**src/core/oam_pkg.sv**
```systemverilog
// Purpose: Shared constants and types of the OAM sublayer control block.
// Assumes: 20 MHz system clock, word-indexed register port.
// Notes:   Register map, field positions, codes and timing counts.
package oam_pkg;

  // Register word indices on reg_addr
  localparam logic [3:0] REG_CTRL     = 4'h0;
  localparam logic [3:0] REG_INFO     = 4'h1;
  localparam logic [3:0] REG_PDU_CMD  = 4'h2;
  localparam logic [3:0] REG_PDU_DATA = 4'h3;
  localparam logic [3:0] REG_STATUS   = 4'h4;
  localparam logic [3:0] REG_RX_LAST  = 4'h5;

  // Control register fields
  localparam int             CTRL_W           = 14;
  localparam logic [13:0]    CTRL_RST         = 14'h0000;
  localparam int             CTRL_EN          = 0;
  localparam int             CTRL_ACTIVE      = 1;
  localparam int             CTRL_LINK_FAIL   = 2;
  localparam int             CTRL_DYING_GASP  = 3;
  localparam int             CTRL_CRITICAL    = 4;
  localparam int             CTRL_UNIDIR      = 5;
  localparam int             CTRL_SATISFIED   = 6;
  localparam int             CTRL_REM_VALID   = 7;
  localparam int             CTRL_REM_STABLE  = 8;
  localparam int             CTRL_PEER_ACTIVE = 9;
  localparam int             CTRL_MUX_LSB     = 10;
  localparam int             CTRL_PAR_LSB     = 12;

  // Multiplexer and parser actions
  localparam logic [1:0]     ACT_FWD          = 2'h0;
  localparam logic [1:0]     ACT_DISCARD      = 2'h1;
  localparam logic [1:0]     ACT_LB           = 2'h2;

  // PDU command register fields
  localparam int             CMD_CODE_LSB     = 0;
  localparam int             CMD_FLAGS_LSB    = 8;

  // Status register fields
  localparam int             STAT_PDU_LSB     = 0;
  localparam int             STAT_STABLE      = 2;
  localparam int             STAT_LOST        = 3;
  localparam int             STAT_PEND        = 4;
  localparam int             STAT_DROP_LSB    = 8;
  localparam int             STAT_REFUSED_LSB = 16;

  // Flags field bits
  localparam int             FLAG_LINK_FAULT  = 0;
  localparam int             FLAG_DYING_GASP  = 1;
  localparam int             FLAG_CRITICAL    = 2;

  // Frame constants
  localparam logic [47:0]    SLOW_MCAST_DA    = 48'h0180c2000002;
  localparam int             SA_GROUP_BIT     = 40;
  localparam logic [15:0]    SLOW_TYPE        = 16'h8809;
  localparam logic [7:0]     OAM_SUBTYPE      = 8'h03;
  localparam logic [7:0]     CODE_INFO        = 8'h00;
  localparam logic [7:0]     CODE_VAR_REQ     = 8'h02;
  localparam logic [7:0]     CODE_VAR_RSP     = 8'h03;
  localparam logic [7:0]     CODE_LB_CTL      = 8'h04;

  // Timing
  localparam int             CLK_HZ           = 20_000_000;
  localparam int             INFO_PERIOD_US   = 1000;
  localparam int             LOST_LINK_US     = 5000;
  localparam int             INFO_PERIOD_CYC  =
    INFO_PERIOD_US * (CLK_HZ / 1_000_000);
  localparam int             LOST_LINK_CYC    =
    LOST_LINK_US * (CLK_HZ / 1_000_000);
  localparam int             CNT_W            = 24;

  // Discovery transmit permission and transmit source
  typedef enum logic [1:0] {PDU_RX_INFO, PDU_LF_INFO, PDU_INFO,
                            PDU_ANY} local_pdu_e;
  typedef enum logic [1:0] {SRC_INFO, SRC_CLIENT, SRC_LOOP,
                            SRC_MCF} tx_src_e;

endpackage

```
**src/core/oam_sublayer_control_mux.sv**
```systemverilog
// Purpose: OAM sublayer control, parser and multiplexer paths.
// Assumes: Frames arrive as one-cycle descriptors and leave as descriptors held until tx_ready.
// Notes:   Control parameters are register levels; PDUs leave via tx_*.
`timescale 1ns/10ps
module oam_sublayer_control_mux #(
  parameter logic [47:0] LOCAL_SA  = 48'h020000000001, // Arbitrary value
  parameter int          INFO_CYC  = oam_pkg::INFO_PERIOD_CYC,
  parameter int          LOST_CYC  = oam_pkg::LOST_LINK_CYC
) (
  // Clock and reset
  input  logic        clk_sys,
  input  logic        rst_n,
  // Register port
  input  logic [3:0]  reg_addr,
  input  logic [31:0] reg_wdata,
  input  logic        reg_wr,
  input  logic        reg_rd,
  output logic [31:0] reg_rdata,
  // Control indication to client
  output logic        cind_valid,
  output oam_pkg::local_pdu_e local_pdu,
  output logic        local_stable,
  output logic        lost_link_done,
  output logic        unidir_cap,
  // OAMPDU indication to client
  output logic        oind_valid,
  output logic [47:0] oind_sa,
  output logic [15:0] oind_flags,
  output logic [7:0]  oind_code,
  output logic [31:0] oind_data,
  // Received frames from the subordinate sublayer
  input  logic        rx_valid,
  input  logic [47:0] rx_da,
  input  logic [47:0] rx_sa,
  input  logic [15:0] rx_type,
  input  logic [7:0]  rx_subtype,
  input  logic [15:0] rx_flags,
  input  logic [7:0]  rx_code,
  input  logic [31:0] rx_data,
  input  logic        rx_status_ok,
  // Non-OAM frames passed to the superior sublayer
  output logic        up_valid,
  output logic [47:0] up_sa,
  output logic [15:0] up_type,
  output logic [31:0] up_data,
  // Client frames from the superior sublayer
  input  logic        mcf_valid,
  output logic        mcf_ready,
  input  logic [47:0] mcf_da,
  input  logic [47:0] mcf_sa,
  input  logic [15:0] mcf_type,
  input  logic [31:0] mcf_data,
  // Frames to the subordinate sublayer
  output logic        tx_valid,
  input  logic        tx_ready,
  output logic [47:0] tx_da,
  output logic [47:0] tx_sa,
  output logic [15:0] tx_type,
  output logic [7:0]  tx_subtype,
  output logic [15:0] tx_flags,
  output logic [7:0]  tx_code,
  output logic [31:0] tx_data,
  output logic        tx_tlv
);
  import oam_pkg::*;

  typedef struct packed {
    logic [CTRL_W-1:0] ctrl;
    logic [31:0]       info;
    logic [7:0]        pdu_code;
    logic [12:0]       pdu_flags;
    logic [31:0]       pdu_data;
    logic              pdu_pend;
    logic              info_pend;
    logic              ctl_req;
    logic              lb_pend;
    logic [47:0]       lb_da;
    logic [47:0]       lb_sa;
    logic [15:0]       lb_type;
    logic [7:0]        lb_subtype;
    logic [15:0]       lb_flags;
    logic [7:0]        lb_code;
    logic [31:0]       lb_data;
    logic              tx_valid;
    logic              tx_new;
    tx_src_e           tx_src;
    logic [47:0]       tx_da;
    logic [47:0]       tx_sa;
    logic [15:0]       tx_type;
    logic [7:0]        tx_subtype;
    logic [15:0]       tx_flags;
    logic [7:0]        tx_code;
    logic [31:0]       tx_data;
    logic              tx_tlv;
    logic              mcf_ready;
    logic              oind_valid;
    logic [47:0]       oind_sa;
    logic [15:0]       oind_flags;
    logic [7:0]        oind_code;
    logic [31:0]       oind_data;
    logic              up_valid;
    logic [47:0]       up_sa;
    logic [15:0]       up_type;
    logic [31:0]       up_data;
    logic              cind_valid;
    local_pdu_e        local_pdu;
    logic              local_stable;
    logic              lost_done;
    logic [CNT_W-1:0]  info_cnt;
    logic [CNT_W-1:0]  lost_cnt;
    logic [7:0]        drop_cnt;
    logic [7:0]        refused_cnt;
    logic [31:0]       rdata;
  } st_s;

  localparam st_s ST_RST = '0;

  st_s s;
  st_s n;

  // Decoded control levels
  logic       en;
  logic       active;
  logic       peer_active;
  logic [2:0] ev;
  logic [1:0] mux_act;
  logic [1:0] par_act;
  logic       wf;
  logic       is_oam;
  logic       withhold;

  assign en          = s.ctrl[CTRL_EN];
  assign active      = s.ctrl[CTRL_ACTIVE];
  assign peer_active = s.ctrl[CTRL_PEER_ACTIVE];
  assign mux_act     = s.ctrl[CTRL_MUX_LSB +: 2];
  assign par_act     = s.ctrl[CTRL_PAR_LSB +: 2];
  assign ev = {s.ctrl[CTRL_CRITICAL], s.ctrl[CTRL_DYING_GASP],
               s.ctrl[CTRL_LINK_FAIL]};
  // Receive classification
  assign is_oam = rx_type == SLOW_TYPE && rx_subtype == OAM_SUBTYPE;
  assign wf = is_oam && rx_da == SLOW_MCAST_DA && !rx_sa[SA_GROUP_BIT];
  assign withhold = active && !peer_active &&
                    (rx_code == CODE_VAR_REQ || rx_code == CODE_LB_CTL);

  // Next-state logic for the whole block
  always_comb begin
    local_pdu_e lp;
    logic       send_ok;
    logic       permit;
    lp      = PDU_RX_INFO;
    send_ok = 1'b0;
    permit  = 1'b0;
    n            = s;
    n.tx_new     = 1'b0;
    n.oind_valid = 1'b0;
    n.up_valid   = 1'b0;
    n.ctl_req    = 1'b0;
    n.rdata      = '0;
    // Discovery state seen by the client
    if (s.ctrl[CTRL_LINK_FAIL]) begin
      lp = PDU_LF_INFO;
    end else if (!active && !s.ctrl[CTRL_REM_VALID]) begin
      lp = PDU_RX_INFO;
    end else if (s.ctrl[CTRL_SATISFIED] && s.ctrl[CTRL_REM_STABLE]) begin
      lp = PDU_ANY;
    end else begin
      lp = PDU_INFO;
    end
    n.local_pdu    = lp;
    n.local_stable = en && s.ctrl[CTRL_SATISFIED] &&
                     s.ctrl[CTRL_REM_VALID];
    send_ok = en && (lp != PDU_RX_INFO || ev != 3'h0);
    // Client PDU permission by mode
    permit = en &&
      !(!active && (s.pdu_code == CODE_VAR_REQ ||
                    s.pdu_code == CODE_LB_CTL)) &&
      !(active && !peer_active && s.pdu_code == CODE_VAR_RSP);
    // Multiplexer: one output slot, priority mcf, loop, info, client
    if (!s.tx_valid || tx_ready) begin
      n.tx_valid = 1'b0;
      if (mcf_valid && s.mcf_ready && (!en || mux_act == ACT_FWD)) begin
        n.tx_valid = 1'b1;
        n.tx_new   = 1'b1;
        n.tx_src   = SRC_MCF;
        n.tx_da    = mcf_da;
        n.tx_sa    = mcf_sa;
        n.tx_type  = mcf_type;
        n.tx_subtype = 8'h00;
        n.tx_flags = 16'h0000;
        n.tx_code  = 8'h00;
        n.tx_data  = mcf_data;
        n.tx_tlv   = 1'b0;
      end else if (s.lb_pend) begin
        n.lb_pend  = 1'b0;
        n.tx_valid = 1'b1;
        n.tx_new   = 1'b1;
        n.tx_src   = SRC_LOOP;
        n.tx_da    = s.lb_da;
        n.tx_sa    = s.lb_sa;
        n.tx_type  = s.lb_type;
        n.tx_subtype = s.lb_subtype;
        n.tx_flags = s.lb_flags;
        n.tx_code  = s.lb_code;
        n.tx_data  = s.lb_data;
        n.tx_tlv   = 1'b0;
      end else if (s.info_pend) begin
        n.info_pend = 1'b0;
        n.tx_valid  = 1'b1;
        n.tx_new    = 1'b1;
        n.tx_src    = SRC_INFO;
        n.tx_da     = SLOW_MCAST_DA;
        n.tx_sa     = LOCAL_SA;
        n.tx_type   = SLOW_TYPE;
        n.tx_subtype = OAM_SUBTYPE;
        n.tx_flags  = {11'h000, s.local_stable, !s.local_stable, ev};
        n.tx_code   = CODE_INFO;
        n.tx_data   = ev[FLAG_LINK_FAULT] ? 32'h00000000 : s.info;
        n.tx_tlv    = !ev[FLAG_LINK_FAULT];
      end else if (s.pdu_pend) begin
        n.pdu_pend = 1'b0;
        if (permit) begin
          n.tx_valid = 1'b1;
          n.tx_new   = 1'b1;
          n.tx_src   = SRC_CLIENT;
          n.tx_da    = SLOW_MCAST_DA;
          n.tx_sa    = LOCAL_SA;
          n.tx_type  = SLOW_TYPE;
          n.tx_subtype = OAM_SUBTYPE;
          n.tx_flags = {s.pdu_flags, ev};
          n.tx_code  = s.pdu_code;
          n.tx_data  = s.pdu_data;
          n.tx_tlv   = 1'b0;
        end else begin
          n.refused_cnt = s.refused_cnt + 8'h01;
        end
      end
    end
    // Periodic Information PDU timer
    if (!send_ok) begin
      n.info_cnt = '0;
    end else if (s.info_cnt == CNT_W'(INFO_CYC - 1)) begin
      n.info_cnt  = '0;
      n.info_pend = 1'b1;
    end else begin
      n.info_cnt = s.info_cnt + 1'b1;
    end
    // New control request re-evaluated one cycle after the write
    if (s.ctl_req && send_ok) begin
      n.info_pend = 1'b1;
    end
    // Lost-link timer, restarted by each accepted OAMPDU
    if (!en) begin
      n.lost_cnt  = '0;
      n.lost_done = 1'b0;
    end else if (!s.lost_done) begin
      if (s.lost_cnt == CNT_W'(LOST_CYC - 1)) begin
        n.lost_done = 1'b1;
      end else begin
        n.lost_cnt = s.lost_cnt + 1'b1;
      end
    end
    // Parser
    if (rx_valid) begin
      if (is_oam && en) begin
        if (wf && rx_status_ok) begin
          n.lost_cnt  = '0;
          n.lost_done = 1'b0;
          if (!withhold) begin
            n.oind_valid = 1'b1;
            n.oind_sa    = rx_sa;
            n.oind_flags = rx_flags;
            n.oind_code  = rx_code;
            n.oind_data  = rx_data;
          end else begin
            n.drop_cnt = s.drop_cnt + 8'h01;
          end
        end else begin
          n.drop_cnt = s.drop_cnt + 8'h01;
        end
      end else if (!en || par_act == ACT_FWD) begin
        n.up_valid = 1'b1;
        n.up_sa    = rx_sa;
        n.up_type  = rx_type;
        n.up_data  = rx_data;
      end else if (par_act == ACT_LB && !s.lb_pend) begin
        n.lb_pend    = 1'b1;
        n.lb_da      = rx_da;
        n.lb_sa      = rx_sa;
        n.lb_type    = rx_type;
        n.lb_subtype = rx_subtype;
        n.lb_flags   = rx_flags;
        n.lb_code    = rx_code;
        n.lb_data    = rx_data;
      end else begin
        n.drop_cnt = s.drop_cnt + 8'h01;
      end
    end
    // Register writes; a set here wins over the clears above
    if (reg_wr) begin
      case (reg_addr)
        REG_CTRL: begin
          n.ctrl    = reg_wdata[CTRL_W-1:0];
          n.ctl_req = 1'b1;
        end
        REG_INFO: begin
          n.info    = reg_wdata;
          n.ctl_req = 1'b1;
        end
        REG_PDU_DATA: begin
          n.pdu_data = reg_wdata;
        end
        REG_PDU_CMD: begin
          n.pdu_code  = reg_wdata[CMD_CODE_LSB +: 8];
          n.pdu_flags = reg_wdata[CMD_FLAGS_LSB +: 13];
          n.pdu_pend  = 1'b1;
        end
        default: begin
        end
      endcase
    end
    // Register reads, data in the following cycle
    if (reg_rd) begin
      case (reg_addr)
        REG_CTRL:     n.rdata = {18'h00000, s.ctrl};
        REG_INFO:     n.rdata = s.info;
        REG_PDU_CMD:  n.rdata = {11'h000, s.pdu_flags, s.pdu_code};
        REG_PDU_DATA: n.rdata = s.pdu_data;
        REG_STATUS: begin
          n.rdata[STAT_PDU_LSB +: 2]      = s.local_pdu;
          n.rdata[STAT_STABLE]            = s.local_stable;
          n.rdata[STAT_LOST]              = s.lost_done;
          n.rdata[STAT_PEND]              = s.pdu_pend;
          n.rdata[STAT_DROP_LSB +: 8]     = s.drop_cnt;
          n.rdata[STAT_REFUSED_LSB +: 8]  = s.refused_cnt;
        end
        REG_RX_LAST:  n.rdata = {8'h00, s.oind_code, s.oind_flags};
        default:      n.rdata = '0;
      endcase
    end
    // Client frame ready: discard always drains, forward needs a slot
    n.mcf_ready = (en && mux_act == ACT_DISCARD) ||
                  (!n.tx_valid && !n.lb_pend && !n.info_pend &&
                   !n.pdu_pend);
    // Indication on any change of local discovery state
    n.cind_valid = {n.local_pdu, n.local_stable, n.lost_done} !=
                   {s.local_pdu, s.local_stable, s.lost_done};
  end

  // State register
  always_ff @(posedge clk_sys) begin
    if (!rst_n) begin
      s <= ST_RST;
    end else begin
      s <= n;
    end
  end

  // Outputs straight from state
  assign reg_rdata      = s.rdata;
  assign cind_valid     = s.cind_valid;
  assign local_pdu      = s.local_pdu;
  assign local_stable   = s.local_stable;
  assign lost_link_done = s.lost_done;
  assign unidir_cap     = s.ctrl[CTRL_UNIDIR];
  assign oind_valid     = s.oind_valid;
  assign oind_sa        = s.oind_sa;
  assign oind_flags     = s.oind_flags;
  assign oind_code      = s.oind_code;
  assign oind_data      = s.oind_data;
  assign up_valid       = s.up_valid;
  assign up_sa          = s.up_sa;
  assign up_type        = s.up_type;
  assign up_data        = s.up_data;
  assign mcf_ready      = s.mcf_ready;
  assign tx_valid       = s.tx_valid;
  assign tx_da          = s.tx_da;
  assign tx_sa          = s.tx_sa;
  assign tx_type        = s.tx_type;
  assign tx_subtype     = s.tx_subtype;
  assign tx_flags       = s.tx_flags;
  assign tx_code        = s.tx_code;
  assign tx_data        = s.tx_data;
  assign tx_tlv         = s.tx_tlv;
endmodule // oam_sublayer_control_mux
```
**config.mk**
```make
export PLATFORM = sky130hd
export DESIGN_NAME = oam_sublayer_control_mux
export DESIGN_NICKNAME = d
export VERILOG_FILES = /design/src/core/oam_pkg.sv /design/src/core/oam_sublayer_control_mux.sv
export SDC_FILE = /design/constraint.sdc
export NUM_CORES = 2
export LEC_CHECK = 0
export ABC_CLOCK_PERIOD_IN_PS = 4200
export BUFFER_PORTS_ARGS = -buffer_cell sky130_fd_sc_hd__buf_2
export CAP_MARGIN = 20
export CORE_AREA = 2 2 302 304
export DETAILED_ROUTE_END_ITERATION = 8
export DIE_AREA = 0 0 304 306
export HOLD_SLACK_MARGIN = 0.06
export PLACE_DENSITY = 0.6
export SLEW_MARGIN = 20
export SYNTH_ARGS = -nofsm -noshare
export SYNTH_HDL_FRONTEND = slang
export SYNTH_SLANG_ARGS = --single-unit
```
**constraint.sdc**
```tcl
create_clock -name clk_sys -period 4.2 [get_ports clk_sys]
set_input_delay 0.63 -clock clk_sys [delete_from_list [all_inputs] [get_ports clk_sys]]
set_output_delay 0.63 -clock clk_sys [all_outputs]
set_load 0.05 [all_outputs]
```
### After elaboration in Yosys (flattened, before gate mapping)

Index checks and enable logic that the tools add are counted.

| word-level totals | value |
|---|---|
| bits of input ports | 364 |
| word-level logic and storage cells | 198 |
| flip-flop bits (word level) | 763 |
| memories | 0 |
| bits in latches | 0 |
| memory bits (writable) | 0 |
| bits in read-only memories | 0 |
| output and inout bits | 419 |

| cells by class | value |
|---|---|
| div/mod/pow operators | 0 |
| equal/unequal tests | 21 |
| reduce and logical (&&, ||, !) cells | 69 |
| add/sub/neg operators | 4 |
| multiplexer cells | 49 |
| magnitude comparators | 0 |
| multiply operators | 0 |
| shifts and indexed selects | 0 |
| bitwise gates (word level) | 10 |

Operators with widths:

| operator | count |
|---|---|
| 181-bit two-way mux | 6 |
| 177-bit two-way mux | 4 |
| 24-bit two-way mux | 5 |
| 105-bit two-way mux | 1 |
| 97-bit two-way mux | 1 |
| 16-bit case mux with 6 select lines | 1 |
| 32-bit two-way mux | 2 |
| 24-bit by 1-bit adder with 24-bit output, second input constant | 2 |
| 48-bit by 41-bit equality test with 1-bit output, second input constant | 1 |
| 8-bit two-way mux | 5 |
| 8-bit by 2-bit equality test with 1-bit output, second input constant | 4 |
| 5-bit case mux with 6 select lines | 1 |
| 24-bit by 15-bit equality test with 1-bit output, second input constant | 1 |
| 24-bit by 17-bit equality test with 1-bit output, second input constant | 1 |
| 1-bit logical AND | 24 |
| 8-bit by 1-bit adder with 8-bit output, second input constant | 2 |
| 16-bit equality test, second input constant | 1 |
| 8-bit by 3-bit equality test with 1-bit output, second input constant | 2 |
| 1-bit two-way mux | 16 |
| 8-bit case mux with 2 select lines | 1 |
| 4-bit AND reduction | 4 |
| 1-bit logical NOT | 15 |
| 3-bit case mux with 5 select lines | 1 |
| 2-bit AND reduction | 6 |
| other kinds (20) | 46 |

### Logic depth before layout (Yosys ltp)

| depth | value |
|---|---|
| depth after elaboration | 17 |
| gate-level depth with buffers | 10 |
| gate-level depth less buffers | 7 |

### Worst setup path before layout

OpenSTA, ideal clock, no wires.

| timing path | value |
|---|---|
| kind | input to register |
| from | input rx_subtype[2] |
| to | register s, in the netlist oind_sa[36] |
| buffers on the path | 2 |
| path slack | 1,899 ps |
| data required time | 4,057 ps |
| data arrival time | 2,158 ps |
| setup time | 143 ps |
| stages | 8 |
| cell sequence | nor4_1 > nand3_1 > nor4_2 > nand4_1 > buf_4 > buf_4 > nand2_1 > a21oi_2 |

| between the ends | value |
|---|---|
| word-level cells in the longest chain between the ends | 6 |
| elaborated cells on any way between the ends | 7 |
| classes of those cells | 1 x eq/ne; 6 x reduce/logical |

Ends and longest elaborated chain:

| item | line | RTL |
|---|---|---|
| start: declaration | oam_sublayer_control_mux.sv:36 | `input logic [7:0] rx_subtype,` |
| 8-bit by 2-bit equality test with 1-bit output (*) | oam_sublayer_control_mux.sv:140 | `assign is_oam = rx_type == SLOW_TYPE && rx_subtype == OAM_SUBTYPE;` |
| 1-bit logical AND (*) | oam_sublayer_control_mux.sv:140 |  |
| 1-bit logical AND (2 in a row) | oam_sublayer_control_mux.sv:141 | `assign wf = is_oam && rx_da == SLOW_MCAST_DA && !rx_sa[SA_GROUP_BIT];` |
| 1-bit logical AND | oam_sublayer_control_mux.sv:265 | `if (wf && rx_status_ok) begin` |
| 4-bit AND reduction (no source line) (*) | n/a |  |
| end signal: assignment | oam_sublayer_control_mux.sv:354 | `s <= n;` |
| end: declaration | oam_sublayer_control_mux.sv:118 | `st_s s;` |

Mark *: on every way between the ends. The rest lies on a longest branch, timed or not.
A chain may end at the register's enable or synchronous reset.

### Worst setup path after layout

| timing path | value |
|---|---|
| from | input rx_subtype[2] |
| to | register s[563] in the netlist's numbering |

| between the ends | value |
|---|---|
| word-level cells in the longest chain between the ends | 5 |

Ends and longest elaborated chain:

| item | line | RTL |
|---|---|---|
| 8-bit by 2-bit equality test with 1-bit output | oam_sublayer_control_mux.sv:140 |  |
| 1-bit logical AND | oam_sublayer_control_mux.sv:140 |  |
| 1-bit logical AND | oam_sublayer_control_mux.sv:264 | `if (is_oam && en) begin` |
| 1-bit inverter (no source line) | n/a |  |
| 4-bit AND reduction (no source line) | n/a |  |

No other way between the ends.

==> run summary <==
FF-to-FF Start: s[661]
Commonest non-fill, non-tap cells in the layout: 1,047 x nand2_1, 781 x buf_2, 760 x dfxtp_1
Global-route wire length before repair: 192,100 microns
Initial core utilization: 0.3741
IO Pins: 783
Placed cell count: 5,382
Post-synthesis sequential area ratio: 0.4545
Warnings, synthesis: 0
Max transition margin: 0.2603
EDFF count, synth: 0
Die width: 304 microns
Pwr per Cell Area: 447.9 mW/mm^2
Power, Total: 17,000 uW
Antenna-violating nets left: 0
Crit path largest cell delay: 0.87 ns
Die Height: 306 microns
CTS root buf: clkbuf_16
Yosys reg bits: 761
Initial antenna violation count: 31
Max FO, Critical Path: 51
Cell taking the most area after synthesis: dfxtp_1
CP max-delay cell: nor4_1
Pre-CTS setup slack: 0.7107 ns
Synth Flop Type: dfxtp_1
Hold Path Depth: 3
Netlist cell types: 73
Fin cells: 5,557
DR vias/cell: 5.348
R2r setup slk: 1.28 ns
# nets final: 4,663
Port-buffer cells: 782
Core area: 0.08960 sq mm
WL/cell: 24.17 microns
Layout cells sized above 1: 0.2678
Hold crit path type: input pin to flop
Critical path required time: 4.78 ns
DRC Markers: 0
Max Cap Viol: 0
Drt total wl: 134,300 microns
Pre-Repair DR Iteration Count: 6
Vias in the first global route: 27.83k
Worst hold path startpoint: rx_da[29]
Clock Path Buffers: 3
Syn avg cell area: 8.195 sq um
GR Util All Layers: 0.2762
Worst-margin pin slew: 1.105 ns
Crit end category: flop
CTS clk-pin slew, worst paths: 0.06 ns
Postcts setup bufs: 0
Largest cells by area after synthesis: dfxtp_1 45%, nand2_1 12%, buf_4 9.4%, a21oi_1 7.1%, nor2_1 2.8%
Worst Setup Start Kind: input pin
Area delta synth->final: 13.26%
CTS tree: done
# H-tree levels: 3
Die area: 0.09302 sq mm
Synth Instances: 4,090
Ys async rst share: 0
Vias: 29.72k
Max IR drop VDD: 0.0003151 V
Placer congestion estimate: 0.9147
Finished Core Util: 0.4237
Hold-fix buffers, CTS: 0
Post-Syn Area: 0.03352 sq mm
Fin crit period: 2.934 ns
Dpl hpwl: 97,690 microns
Post-route setup TNS: 0 ns
Worst r2r dst: tx_subtype[7]
Gr ovfl total: 0
FP Rows: 110
Critical-path cell list: buf_2 > nor4_1 > nand3_1 > nor2_1 > or3_4 > buf_4 > nand2_1 > a21oi_1
Fin crit share: 0.6986
R2R depth: 5
Setup ws final: 1.266 ns
Post-CTS sizing: 0
Fmax: 0.3408 GHz
Setup Viol. Count Final: 0
WP data arrival: 3.51 ns
RSZ-0062 raised after global routing: false
Hold path endpoint: s[642]
Critical path class: input pin to flop
Most common cell after layout, fill and taps aside: nand2_1
Syn Nets: 4,458
Yosys top cell area share: 0.4545
Worst Clk Skew: 0.02958 ns
Leakage: 0.01428 uW
Inserted Clock Buffers: 87
CP Launch Point: rx_subtype[2]
1st-iter DRT viols: 2,784
Max Transition Viols Final: 0
Clk sinks: 761
Final Hold Vio Count: 0
Status: completed
Clk_lat worst skew: 0.66 ns
Largest net degree at the start of global routing: 151
## critical path, delay by kind of cell
family / cells / cell delay [ns]
simple gates: 5 / 2.05
buf+inv: 2 / 0.61
compound gates: 1 / 0.16
## cells in the mapped netlist, types with 32 or more instances
cell type / instances
nand2_2: 48
o211ai_1: 32
a221o_1: 51
buf_4: 419
clkbuf_1: 208
a21oi_2: 61
buf_2: 65
nand3_1: 162
nand2_1: 1047
dfxtp_1: 761
a21oi_1: 476
a311oi_1: 52
a311oi_2: 48
a22oi_1: 72
nor2_1: 246
## power by group
part / internal, uW / switching (uW) / total (uW)
Combinational: 411 / 1260 / 1680
Clock: 4620 / 3240 / 7870
Sequential: 7370 / 88.8 / 7460
## worst max path at each step
| stage | to | slack (ns) | cells past startpoint |
|---|---|---|---|
| final | s[563] | 1.27 | 8 |
| after global routing | tx_da[40] | 1.17 | 7 |
| after CTS | tx_subtype[7] | 1.31 | 5 |
| after detailed placement | s[539] | 0.71 | 8 |
| after global placement | s[567] | 0.78 | 8 |
| after floorplan | oind_sa[36] | 1.90 | 8 |
## through the flow
| step | hold WS [ns] | area [sq um] |
|---|---|---|
| finish | 0.2165 | 37960 |
| global route | 0.1901 | 37950 |
| CTS | 0.1695 | 37920 |
| detailed placement | 0.4397 | 34990 |
| global placement | 0.4347 | 34990 |
| floorplan | 0.4295 | 33520 |
## area by class of cell
class | count | area [sq um]
Fill cell | 9226 | 51640
Sequential cell | 761 | 15240
Multi-Input combinational cell | 2595 | 13790
Timing Repair Buffer | 831 | 4409
Clock buffer | 119 | 2427
Tap cell | 1176 | 1471
Clock inverter | 41 | 505.5
Inverter | 19 | 78.83
Antenna cell | 15 | 37.54
## sequential cells by signal (all words and copies together), names as in the netlist, 16 cells and up
register / count
tx_type: 16
oind_flags: 16
tx_da: 48
tx_sa: 48
tx_flags: 16
reg_rdata: 32
oind_data: 32
up_sa: 48
s: 332
up_type: 16
tx_data: 32
up_data: 32
oind_sa: 48
## cells by family after synthesis
logic type      synth area share
compound gates            0.1864
xor+xnor                 0.01411
fa+ha+maj               0.001493
buf+inv                   0.1372
flops                     0.4545
mux                     0.001493
simple gates              0.2048
## per-layer routing
layer | global-route usage | vias up | wire length, microns
met4 | 0.1414 | 14 | 7335
met2 | 0.4600 | 1321 | 63830
met5 | 0 | - | 92
met3 | 0.07756 | 294 | 11960
li1 | - | 13890 | -
met1 | 0.3245 | 14200 | 51110
(Power assumes the default switching activity.)
